===== src/sac_defs.svh =====
// Widths, reset values and cycle counts of the converter control block
`ifndef SAC_DEFS_SVH
`define SAC_DEFS_SVH

`define SAC_RES_W      12
`define SAC_CAL_W      8
`define SAC_CHAN_W     5
`define SAC_PTR_W      4
`define SAC_ACQ_W      8
`define SAC_CNT_W      12
`define SAC_SLOT_W     9
`define SAC_LEN_W      9

`define SAC_CAL_CYCLES 12'hF00
`define SAC_CAL_SLOT   9'h1E0
`define SAC_CAL_START  8'h80
`define SAC_CAL_BIT0   3'h7
`define SAC_CAL_MIN    8'h00
`define SAC_CAL_MAX    8'hFF

`define SAC_TOP_8      4'h7
`define SAC_TOP_10     4'h9
`define SAC_TOP_12     4'hB

`define SAC_ACQ_MIN    8'h01

`endif


===== src/sac_pkg.sv =====
// Types shared by the converter control modules
package sac_pkg;

	typedef enum logic [2:0] {
		SAC_CAL     = 3'b000,
		SAC_IDLE    = 3'b001,
		SAC_SAMPLE  = 3'b010,
		SAC_CONVERT = 3'b011,
		SAC_POST    = 3'b100
	} sac_state_t;

	typedef enum logic [1:0] {
		SAC_RES8  = 2'b00,
		SAC_RES10 = 2'b01,
		SAC_RES12 = 2'b10
	} sac_mode_t;

endpackage : sac_pkg


===== src/sac_sar_if.sv =====
// Control and result signals between the sequencer and the approximation register
`timescale 1ns/1ps
`default_nettype none
`include "sac_defs.svh"

interface sac_sar_if;
	logic                  load;
	logic                  step;
	logic [`SAC_PTR_W-1:0] top_bit;
	logic                  comp;
	logic [`SAC_RES_W-1:0] caps;
	logic [`SAC_PTR_W-1:0] ptr;

	modport ctrl (output load, output step, output top_bit, output comp,
		input caps, input ptr);
	modport core (input load, input step, input top_bit, input comp,
		output caps, output ptr);
endinterface : sac_sar_if

`default_nettype wire


===== src/sac_conv_ctrl.sv =====
// Sequencer for calibration, sampling, approximation and result hand-off
`timescale 1ns/1ps
`default_nettype none
`include "sac_defs.svh"

module sac_conv_ctrl import sac_pkg::*; (
	input  wire logic                   clock,
	input  wire logic                   rst,
	input  wire logic                   converter_reset,
	input  wire logic                   conversion_start,
	input  wire logic [`SAC_CHAN_W-1:0] channel_select,
	input  wire logic [1:0]             resolution_select,
	input  wire logic [`SAC_ACQ_W-1:0]  sample_cycles,
	input  wire logic                   comparator,
	output var  logic                   calibrate,
	output var  logic                   sample,
	output var  logic                   busy,
	output var  logic                   result_valid,
	output var  logic [`SAC_RES_W-1:0]  result,
	output var  logic [`SAC_RES_W-1:0]  cap_switch,
	output var  logic [`SAC_CAL_W-1:0]  cal_code,
	output var  logic [`SAC_CHAN_W-1:0] channel_hold,
	output var  logic                   postcal_strobe,
	output var  logic [`SAC_PTR_W-1:0]  postcal_target
);

	sac_state_t             state;
	logic [`SAC_CNT_W-1:0]  cal_cnt;
	logic [`SAC_SLOT_W-1:0] slot_cnt;
	logic [2:0]             cal_bit;
	logic [`SAC_ACQ_W-1:0]  acq_cnt;
	logic [`SAC_PTR_W-1:0]  top_bit;

	sac_state_t             next_state;
	logic [`SAC_CNT_W-1:0]  next_cal_cnt;
	logic [`SAC_SLOT_W-1:0] next_slot_cnt;
	logic [2:0]             next_cal_bit;
	logic [`SAC_CAL_W-1:0]  next_cal_code;
	logic [`SAC_ACQ_W-1:0]  next_acq_cnt;
	logic [`SAC_PTR_W-1:0]  next_top_bit;
	logic [`SAC_CHAN_W-1:0] next_channel_hold;
	logic                   next_calibrate;
	logic                   next_sample;
	logic                   next_busy;
	logic                   next_result_valid;
	logic [`SAC_RES_W-1:0]  next_result;
	logic                   next_postcal_strobe;
	logic [`SAC_PTR_W-1:0]  next_postcal_target;
	logic                   sar_load;
	logic                   sar_step;

	sac_sar_if sar ();

	sac_sar_core u_core (
		.clock (clock),
		.rst   (rst),
		.sar   (sar)
	);

	assign sar.load    = sar_load;
	assign sar.step    = sar_step;
	assign sar.top_bit = top_bit;
	assign sar.comp    = comparator;
	assign cap_switch  = sar.caps;

	always_comb begin
		next_state          = state;
		next_cal_cnt        = cal_cnt;
		next_slot_cnt       = slot_cnt;
		next_cal_bit        = cal_bit;
		next_cal_code       = cal_code;
		next_acq_cnt        = acq_cnt;
		next_top_bit        = top_bit;
		next_channel_hold   = channel_hold;
		next_calibrate      = calibrate;
		next_sample         = sample;
		next_busy           = busy;
		next_result_valid   = result_valid;
		next_result         = result;
		next_postcal_strobe = 1'h0;
		next_postcal_target = postcal_target;
		sar_load            = 1'h0;
		sar_step            = 1'h0;
		if (converter_reset) begin
			// Calibration restarts from scratch; the last result is kept
			next_state          = SAC_CAL;
			next_cal_cnt        = '0;
			next_slot_cnt       = '0;
			next_cal_bit        = `SAC_CAL_BIT0;
			next_cal_code       = `SAC_CAL_START;
			next_calibrate      = 1'h1;
			next_sample         = 1'h0;
			next_busy           = 1'h0;
			next_result_valid   = 1'h0;
			next_postcal_target = '0;
		end else begin
			case (state)
				SAC_CAL: begin
					// Eight slots of equal length, one per calibration code bit
					next_cal_cnt = cal_cnt + 12'h001;
					if (slot_cnt == `SAC_CAL_SLOT - 9'h001) begin
						next_slot_cnt = '0;
						next_cal_code[cal_bit] = ~comparator;
						if (cal_bit != 3'h0) begin
							next_cal_code[3'(cal_bit - 3'h1)] = 1'h1;
							next_cal_bit = 3'(cal_bit - 3'h1);
						end
					end else begin
						next_slot_cnt = slot_cnt + 9'h001;
					end
					if (cal_cnt == `SAC_CAL_CYCLES - 12'h001) begin
						next_state     = SAC_IDLE;
						next_calibrate = 1'h0;
					end
				end
				SAC_IDLE: begin
					// Only idle takes a start, so calibration and busy drop it
					if (conversion_start) begin
						next_state        = SAC_SAMPLE;
						next_sample       = 1'h1;
						next_busy         = 1'h1;
						next_result_valid = 1'h0;
						next_channel_hold = channel_select;
						next_acq_cnt      = (sample_cycles == 8'h00) ? `SAC_ACQ_MIN :
							sample_cycles;
						case (resolution_select)
							SAC_RES8:  next_top_bit = `SAC_TOP_8;
							SAC_RES10: next_top_bit = `SAC_TOP_10;
							default:   next_top_bit = `SAC_TOP_12;
						endcase
					end
				end
				SAC_SAMPLE: begin
					if (acq_cnt == `SAC_ACQ_MIN) begin
						// Hold reached: MSB capacitor goes to the reference
						sar_load    = 1'h1;
						next_sample = 1'h0;
						next_state  = SAC_CONVERT;
					end else begin
						next_acq_cnt = acq_cnt - 8'h01;
					end
				end
				SAC_CONVERT: begin
					sar_step = 1'h1;
					if (sar.ptr == 4'h0) begin
						next_state          = SAC_POST;
						next_postcal_strobe = 1'h1;
					end
				end
				SAC_POST: begin
					// The extra cycle recalibrates one element while the result settles
					next_result       = sar.caps;
					next_busy         = 1'h0;
					next_result_valid = 1'h1;
					next_state        = SAC_IDLE;
					if (comparator) begin
						if (cal_code != `SAC_CAL_MIN) begin
							next_cal_code = cal_code - 8'h01;
						end
					end else if (cal_code != `SAC_CAL_MAX) begin
						next_cal_code = cal_code + 8'h01;
					end
					if (postcal_target >= top_bit + 4'h1) begin
						next_postcal_target = '0;
					end else begin
						next_postcal_target = postcal_target + 4'h1;
					end
				end
				default: begin
					next_state = SAC_CAL;
				end
			endcase
		end
	end

	always_ff @(posedge clock or posedge rst) begin
		if (rst) begin
			state          <= SAC_CAL;
			cal_cnt        <= '0;
			slot_cnt       <= '0;
			cal_bit        <= `SAC_CAL_BIT0;
			cal_code       <= `SAC_CAL_START;
			acq_cnt        <= `SAC_ACQ_MIN;
			top_bit        <= `SAC_TOP_12;
			channel_hold   <= '0;
			calibrate      <= 1'h1;
			sample         <= 1'h0;
			busy           <= 1'h0;
			result_valid   <= 1'h0;
			result         <= '0;
			postcal_strobe <= 1'h0;
			postcal_target <= '0;
		end else begin
			state          <= next_state;
			cal_cnt        <= next_cal_cnt;
			slot_cnt       <= next_slot_cnt;
			cal_bit        <= next_cal_bit;
			cal_code       <= next_cal_code;
			acq_cnt        <= next_acq_cnt;
			top_bit        <= next_top_bit;
			channel_hold   <= next_channel_hold;
			calibrate      <= next_calibrate;
			sample         <= next_sample;
			busy           <= next_busy;
			result_valid   <= next_result_valid;
			result         <= next_result;
			postcal_strobe <= next_postcal_strobe;
			postcal_target <= next_postcal_target;
		end
	end

	// Helper counters that only the checks read
	logic [`SAC_LEN_W-1:0] busy_len;
	logic [`SAC_ACQ_W-1:0] acq_len;

	always_ff @(posedge clock or posedge rst) begin
		if (rst) begin
			busy_len <= '0;
			acq_len  <= `SAC_ACQ_MIN;
		end else begin
			busy_len <= busy ? busy_len + 9'h001 : 9'h000;
			if (state == SAC_IDLE && conversion_start && !converter_reset) begin
				acq_len <= (sample_cycles == 8'h00) ? `SAC_ACQ_MIN : sample_cycles;
			end
		end
	end

	chk_cal_stays_high: assert property (@(posedge clock) disable iff (rst)
		calibrate && !converter_reset && cal_cnt != `SAC_CAL_CYCLES - 12'h001
		|=> calibrate)
		else $error("calibration ended early");

	chk_cal_full_length: assert property (@(posedge clock) disable iff (rst)
		$fell(calibrate) |-> $past(cal_cnt) == `SAC_CAL_CYCLES - 12'h001)
		else $error("calibration length wrong");

	chk_start_accepted: assert property (@(posedge clock) disable iff (rst)
		conversion_start && !busy && !calibrate && !converter_reset
		|=> sample && busy && !result_valid && channel_hold == $past(channel_select))
		else $error("start not taken correctly");

	chk_start_ignored: assert property (@(posedge clock) disable iff (rst)
		conversion_start && (busy || calibrate) && !converter_reset
		|=> !$rose(sample) && $stable(channel_hold))
		else $error("start taken while busy or calibrating");

	chk_sample_then_busy: assert property (@(posedge clock) disable iff (rst)
		$fell(sample) && !$past(converter_reset) |-> busy ##1 busy)
		else $error("busy not held after sampling");

	chk_conv_duration: assert property (@(posedge clock) disable iff (rst)
		$fell(busy) && !$past(converter_reset)
		|-> busy_len == 9'(acq_len) + 9'(top_bit) + 9'h002)
		else $error("conversion length wrong");

	chk_done_flags: assert property (@(posedge clock) disable iff (rst)
		$fell(busy) && !$past(converter_reset)
		|-> result_valid && result == $past(cap_switch))
		else $error("completion flags or result wrong");

	chk_valid_holds: assert property (@(posedge clock) disable iff (rst)
		result_valid && !conversion_start && !converter_reset |=> result_valid)
		else $error("result valid dropped without start");

	chk_result_latched: assert property (@(posedge clock) disable iff (rst)
		$changed(result) |-> $rose(result_valid))
		else $error("result changed outside completion");

	chk_postcal_advance: assert property (@(posedge clock) disable iff (rst)
		postcal_strobe && !converter_reset
		|=> !postcal_strobe && postcal_target != $past(postcal_target) && result_valid)
		else $error("post-calibration step did not advance");

endmodule : sac_conv_ctrl

`default_nettype wire


===== src/sac_sar_core.sv =====
// Successive approximation register driving the main capacitor array
`timescale 1ns/1ps
`default_nettype none
`include "sac_defs.svh"

module sac_sar_core import sac_pkg::*; (
	input wire logic clock,
	input wire logic rst,
	sac_sar_if.core  sar
);

	logic [`SAC_RES_W-1:0] caps;
	logic [`SAC_PTR_W-1:0] ptr;
	logic [`SAC_RES_W-1:0] next_caps;
	logic [`SAC_PTR_W-1:0] next_ptr;
	logic [`SAC_PTR_W-1:0] ptr_down;

	assign ptr_down = ptr - 4'h1;

	// Bits above the pointer hold decisions, the pointer bit is the trial
	generate
		for (genvar i = 0; i < `SAC_RES_W; i++) begin : g_bit
			assign next_caps[i] = sar.load ? (sar.top_bit == 4'(i)) :
				(sar.step && ptr == 4'(i)) ? sar.comp :
				(sar.step && ptr != 4'h0 && ptr_down == 4'(i)) ? 1'h1 :
				caps[i];
		end
	endgenerate

	always_comb begin
		next_ptr = ptr;
		if (sar.load) begin
			next_ptr = sar.top_bit;
		end else if (sar.step && ptr != 4'h0) begin
			next_ptr = ptr_down;
		end
	end

	always_ff @(posedge clock or posedge rst) begin
		if (rst) begin
			caps <= '0;
			ptr  <= '0;
		end else begin
			caps <= next_caps;
			ptr  <= next_ptr;
		end
	end

	assign sar.caps = caps;
	assign sar.ptr  = ptr;

	chk_msb_trial_first: assert property (@(posedge clock) disable iff (rst)
		sar.load |=> caps == (12'h001 << $past(sar.top_bit)))
		else $error("largest capacitor not placed on reference first");

	chk_bit_decision_kept: assert property (@(posedge clock) disable iff (rst)
		sar.step && !sar.load && ptr != 4'h0 |=>
		caps[$past(ptr)] == $past(sar.comp) && caps[$past(ptr) - 4'h1])
		else $error("decision or next trial capacitor wrong");

endmodule : sac_sar_core

`default_nettype wire


===== config.mk =====
export PLATFORM = sky130hd
export DESIGN_NAME = sac_conv_ctrl
export DESIGN_NICKNAME = d
export VERILOG_FILES = /design/src/sac_pkg.sv /design/src/sac_sar_if.sv /design/src/sac_conv_ctrl.sv /design/src/sac_sar_core.sv
export VERILOG_INCLUDE_DIRS = /design/src
export SDC_FILE = /design/constraint.sdc
export NUM_CORES = 1
export LEC_CHECK = 0
export BUFFER_PORTS_ARGS = -buffer_cell sky130_fd_sc_hd__buf_2
export CAP_MARGIN = 20
export CORE_UTILIZATION = 30
export DETAILED_ROUTE_END_ITERATION = 12
export GPL_ROUTABILITY_DRIVEN = 0
export GPL_TIMING_DRIVEN = 1
export PLACE_DENSITY = 0.55
export SLEW_MARGIN = 0
export SYNTH_ARGS = -nofsm -noshare
export SYNTH_HDL_FRONTEND = slang
export SYNTH_SLANG_ARGS = --single-unit
export TNS_END_PERCENT = 1

===== constraint.sdc =====
create_clock -name clock -period 6.1 [get_ports clock]
set_clock_uncertainty 0.05 [all_clocks]
set_input_delay 0.915 -clock clock [delete_from_list [all_inputs] [get_ports clock]]
set_output_delay 0.915 -clock clock [all_outputs]
set_load 0.01 [all_outputs]

==> results of run 1 <==
-- worst max-delay path, delay by kind of cell (launching register included) --
kind	cells	cell delay, ns
compound gates	4	0.91
simple gates	2	0.23
fa+ha+maj	1	0.32
flops	1	0.67
buf+inv	1	0.29
-- through the flow --
step | total power [mW] | hold slack [ns] | util, % | std cells
final | 1.42 | 0.453 | 35.7 | 847
after global routing | 1.48 | 0.485 | 35.7 | 847
after CTS | 1.44 | 0.452 | 35.6 | 846
after detailed placement | 0.746 | 0.441 | 33.5 | 830
after global placement | 0.740 | 0.434 | 33.5 | 830
after floorplan | 0.708 | 0.428 | - | 561
-- report_power, final --
part	leakage, nW	internal, mW	switching [mW]
Sequential	1.18	0.604	0.0206
Clock	0.182	0.451	0.236
Combinational	1.46	0.0428	0.0675
Total	2.82	1.10	0.324
-- metal layers --
metal  GRT usage (%)  up-vias  wire length (um)
li1                -     2136                 -
met1            20.3     2159              6050
met2            25.4      126              6260
met3            3.67       14               618
met4            4.81        0               172
met5               0        -                 0
-- registers in the layout, indices dropped and copies added (netlist names) --
signal	flops
sample	1
cal_cnt	12
cal_bit	3
postcal_strobe	1
cal_code	8
result_valid	1
busy	1
postcal_target	4
sar.top_bit	3
channel_hold	5
slot_cnt	9
u_core.sar.caps	12
state	3
u_core.sar.ptr	4
calibrate	1
acq_cnt	8
result	12
-- kinds of logic (layout without fill, tap and decap cells) --
logic type                 Yosys count  after routing  synth area share, %
muxes                               21             21                 4.43
xor gates and xnor gates            23             23                 3.84
DFF                                 88             88                 42.1
and+or+nand+nor                    208            208                 20.6
AOI/OAI and AO/OA                  142            142                 17.8
buffers and inverters               52            113                 4.62
adders and majority gates           27             27                 6.58
-- layout make-up --
type	count	share of cell area, %
Sequential cell	88	36.1
Clock buffer	10	3.90
Clock inverter	6	2.12
Tap cell	225	4.59
Timing Repair Buffer	68	5.74
Inverter	29	1.80
Multi-Input combinational cell	421	45.8
-- layout by cell type, fill, tap and decap left out, drive strengths merged, types with 6 or more instances in the layout --
master,Yosys,layout
or2,6,6
nand2,41,41
nand4,8,8
and3,7,7
xnor2,10,10
a21oi,35,35
clkbuf,5,10
buf,18,68
inv,27,26
ha,26,26
nand3,20,20
dfrtp,80,80
nand2b,9,9
o31ai,11,11
o21ai,44,44
nor2,60,60
nor3,29,29
a211oi,7,7
dfstp,8,8
mux2,18,18
xor2,13,13
nor4,7,7
-- path summary, 6_finish.rpt --
kind | endpoint | cells after the start
max | cal_code[7]$_DFFE_PP1P_ | 8
min reg2reg | result[6]$_DFFE_PP0P_ | 1
min | result[6]$_DFFE_PP0P_ | 1
max reg2reg | cal_code[7]$_DFFE_PP1P_ | 8
max in group asynchronous | result[9]$_DFFE_PP0P_ | 3
min in group asynchronous | acq_cnt[3]$_DFFE_PP0P_ | 2
==> flow_summary_export.csv, run 1 <==
group,metric,value,unit
pwr,leakagePower,2.82,nW
setup_path,worst_setup_path_end_kind,"flop",
clock_network,clockBufferDepth,2,
synth,syn_avg_cell_area,9.36,sq um
setup_path,cp_slowest_cell,"dfstp_2",
route,drtPass1Iterations,8,
grt,antenna_found_initial,0,
sta,setup_viol,0,
grt,grt_remaining_overflow,0,
clock_network,cts_resized,0,
setup_path,cp_max_fo,14,
synth,ys_ff_latch,88,
sta,worstMarginPinSlew,0.821,ns
sta,period_share,42.1,%
finish,final_layout_size_suffix_gt1_share,21.4,%
setup_path,path_cells,"clkinv_1 > ha_1 > nor3b_1 > a21oi_1 > nor3_1 > a2111oi_0 > o32a_1 > o22ai_1",
floorplan,die_h,134,um
clock_network,cts_buffers,9,
clock_network,cts_tree,"built",
setup_path,critPathLaunchType,"flop",
sta,timing.final.crit_period,2.57,ns
clock_network,htree_levels,3,
pwr,ir_drop,142,uV
grt,grt_use_total,15.5,%
clock_network,cts_root_buffer,"clkbuf_16",
sta,clock.fmax,0.390,GHz
floorplan,boundaryPins,66,
grt,grt_pass1_vias,4429,
finish,layout.nets,664,
setup_path,required,6.30,ns
sta,rsz0062_at_grt,"false",
synth,synth.most_common_cell,"dfrtp_1",
setup_path,arrival,2.77,ns
finish,multi_input_area,2810,sq um
sta,setup_ws,3.53,ns
finish,antenna_cells,0,
synth,yosys_warnings,0,
worst_hold_path,min_from,"result[6]$_DFFE_PP0P_",
setup_path,r2r-start,"cal_bit[0]$_DFFE_PP1P_",
synth,synth_area_leaders,"dfrtp_1 (38%), ha_1 (6.2%), nor2_1 (4.2%), dfstp_2 (4.0%), mux2_2 (3.9%)",
setup_path,crit_start,"cal_bit[0]$_DFFE_PP1P_",
synth,synth_cell_types,74,
floorplan,core,17200,sq um
setup_path,slowest_delay,0.67,ns
clock_network,cts_num_sinks,88,
finish,final_cell_area,6130,sq um
pwr,powerDensity,232,nW/um^2
sta,drv_slew,0,
sta,relSlewSlack,45.3,%
floorplan,initial_core_util,30.6,%
clock_network,clkTransAtPathRegs,0.06,ns
place,hpwl,9400,um
synth,synthTopCellsByCount,"dfrtp_1 (80), nor2_1 (59), nand2_1 (40), o21ai_0 (40), a21oi_1 (34)",
finish,register_area,2210,sq um
clock_network,cts_hold_buf,0,
grt,grt_pass1_wl,22200,um
synth,synth_area_leader_cell,"dfrtp_1",
setup_path,crit_type,"reg -> reg",
finish,area_growth,16.7,%
synth,seq_area_frac_synth,42.1,%
floorplan,num_rows,48,
synth,synthFlopType,"dfrtp_1",
sta,hold_violations,0,
synth,netlist_area,5250,sq um
route,route.vias.total,4435,
synth,synthCells,561,
setup_path,rrSetupSlack,3.53,ns
clock_network,cts_setup_buffers,0,
route,drc,0,
sta,finalSetupTns,0,ns
flow_run,drv_cap,0,
finish,num-fill-cells,1761,
route,vias_per_cell,5.24,
synth,synth.top_cell.area_share,38.1,%
place,preCtsSetupSlack,3.10,ns
worst_hold_path,hold_path_class,"reg -> reg",
place,place_area,5750,sq um
clock_network,clock_latency,0.35,ns
synth,synth_edf_count,0,
synth,synthArstFlopShare,100,%
route,wire_per_inst,15.5,um
floorplan,die_x,134,um
grt,grt_start_max_net_pins,66,
route,wl,13100,um
synth,syn_nets,608,
run_status,status,"finished clean",
route,drtIter0Drc,364,
floorplan,dieArea,18000,sq um
route,detail-route-antenna-nets,0,
place,port_buffers,65,
Power figures use the tool's default switching activity.
==> run 2: changes to the inputs <==
- clock period: 6.1 -> 2.68 ns (I/O delays scaled with it)
==> flow_summary_export.csv, run 2 (synthesis results as in run 1) <==
group,metric,value,unit
finish,layout.nets,672,
finish,num-fill-cells,1822,
sta,setup_ws,0.235,ns
clock_network,cts_num_sinks,88,
flow_run,drv_cap,0,
route,vias_per_cell,5.08,
clock_network,cts_buffers,9,
route,drtIter0Drc,371,
clock_network,htree_levels,3,
sta,setup_viol,0,
sta,finalSetupTns,0,ns
sta,hold_slack,0.121,ns
route,wire_per_inst,14.8,um
setup_path,crit_type,"reg -> reg",
grt,grt_pass1_wl,21700,um
floorplan,initial_core_util,30.6,%
clock_network,cts_tree,"built",
setup_path,r2r-start,"cal_bit[0]$_DFFE_PP1P_",
finish,postLayoutCoreUtil,35.5,%
pwr,ir_drop,320,uV
finish,final_layout_size_suffix_gt1_share,22.4,%
floorplan,boundaryPins,66,
route,detail-route-antenna-nets,0,
sta,timing.final.crit_period,2.45,ns
floorplan,die_h,134,um
finish,multi_input_area,2810,sq um
route,route.vias.total,4346,
sta,worstMarginPinSlew,0.676,ns
setup_path,r2r_cells,6,
setup_path,worst_setup_path_end_kind,"flop",
clock_network,cts_root_buffer,"clkbuf_16",
finish,final_common_cell,"dfrtp_1",
setup_path,arrival,2.65,ns
place,hpwl,9340,um
setup_path,rrSetupSlack,0.23,ns
sta,clock.fmax,0.409,GHz
pwr,leakagePower,2.80,nW
sta,rsz0062_at_grt,"false",
grt,grt_pass1_vias,4283,
sta,relSlewSlack,54.9,%
setup_path,cp_max_fo,14,
floorplan,dieArea,18000,sq um
run_status,status,"finished clean",
sta,drv_slew,0,
pwr,power,2.85,mW
setup_path,required,2.88,ns
floorplan,die_x,134,um
finish,area_growth,16.1,%
setup_path,slowest_delay,0.68,ns
place,port_buffers,65,
grt,grt_use_total,15.0,%
finish,largestRegisters,"cal_cnt x12, result x12, u_core.sar.caps x12",
clock_network,clock_latency,0.34,ns
clock_network,clkTransAtPathRegs,0.06,ns
setup_path,cp_slowest_cell,"dfstp_2",
grt,grt_start_max_net_pins,56,
place,preCtsSetupSlack,0.232,ns
finish,register_area,2210,sq um
grt,grt_remaining_overflow,0,
setup_path,path_cells,"clkinvlp_4 > ha_1 > inv_1 > o311ai_0 > o21ai_0 > o31ai_2",
finish,antenna_cells,0,
setup_path,critPathLaunchType,"flop",
pwr,powerDensity,467,nW/um^2
clock_network,clockBufferDepth,2,
sta,hold_violations,0,
worst_hold_path,hold_path_class,"in -> async",
grt,antenna_found_initial,0,
floorplan,num_rows,48,
route,drtPass1Iterations,4,
route,drc,0,
finish,final_cell_mix,"dfrtp_1 (80), buf_2 (65), nor2_1 (59)",
sta,period_share,91.2,%
setup_path,worstReg2RegEnd,"cal_code[5]$_DFFE_PP0P_",
route,wl,12700,um
floorplan,core,17200,sq um
## run 2: worst max path at each step
stage | slack, ns | start | endpoint
after global placement | 0.30 | cal_bit[0]$_DFFE_PP1P_ | cal_code[7]$_DFFE_PP1P_
after detailed placement | 0.23 | cal_bit[0]$_DFFE_PP1P_ | cal_code[5]$_DFFE_PP0P_
after CTS | 0.20 | cal_bit[0]$_DFFE_PP1P_ | cal_code[5]$_DFFE_PP0P_
final | 0.23 | cal_bit[0]$_DFFE_PP1P_ | cal_code[5]$_DFFE_PP0P_
after global routing | 0.04 | cal_bit[0]$_DFFE_PP1P_ | cal_code[5]$_DFFE_PP0P_
after floorplan | 0.65 | cal_bit[0]$_DFFE_PP1P_ | cal_code[7]$_DFFE_PP1P_
## run 2: critical path: cells and delay by family (launching register included)
kind                       cells  cell delay (ns)
AOI/OAI and AO/OA              3             0.84
DFF                            1             0.68
adders and majority gates      1             0.43
buffers and inverters          2             0.36
## run 2: metrics by stage
step / cell area, sq um / std cells
CTS: 6090 / 855
global placement: 5820 / 839
global route: 6100 / 855
floorplan: 5260 / 561
detailed placement: 5820 / 839
finish: 6100 / 855
## run 2: area by class of cell
class / count / share of cell area, %
multi-input combinational: 421 / 46.0
sequential: 88 / 36.3
timing repair buffer: 76 / 6.69
tap: 225 / 4.62
clock buffer: 11 / 3.98
inverter: 29 / 1.91
clock inverter: 5 / 0.533
## run 2: per-layer routing
| metal | share of wire, % | wire length (um) | track usage [%] |
|---|---|---|---|
| met1 | 48 | 6080 | 20.1 |
| met5 | 0 | 0 | 0 |
| met3 | 4.4 | 560 | 3.70 |
| met2 | 47 | 5980 | 23.8 |
| met4 | 0.53 | 67 | 4.62 |
## run 2: timing repair
action | 4_1_cts | 5_1_grt
hold buffers | 0 | 0
endpoints found under the setup margin | 0 | 2
setup buffers | 0 | 0
gates resized for setup | 0 | 1
hold endpoints to repair | 0 | 0
## run 2: where the power goes
part	switching, mW	internal [mW]
logic	0.151	0.101
clock network	0.524	0.650
registers	0.0470	1.37
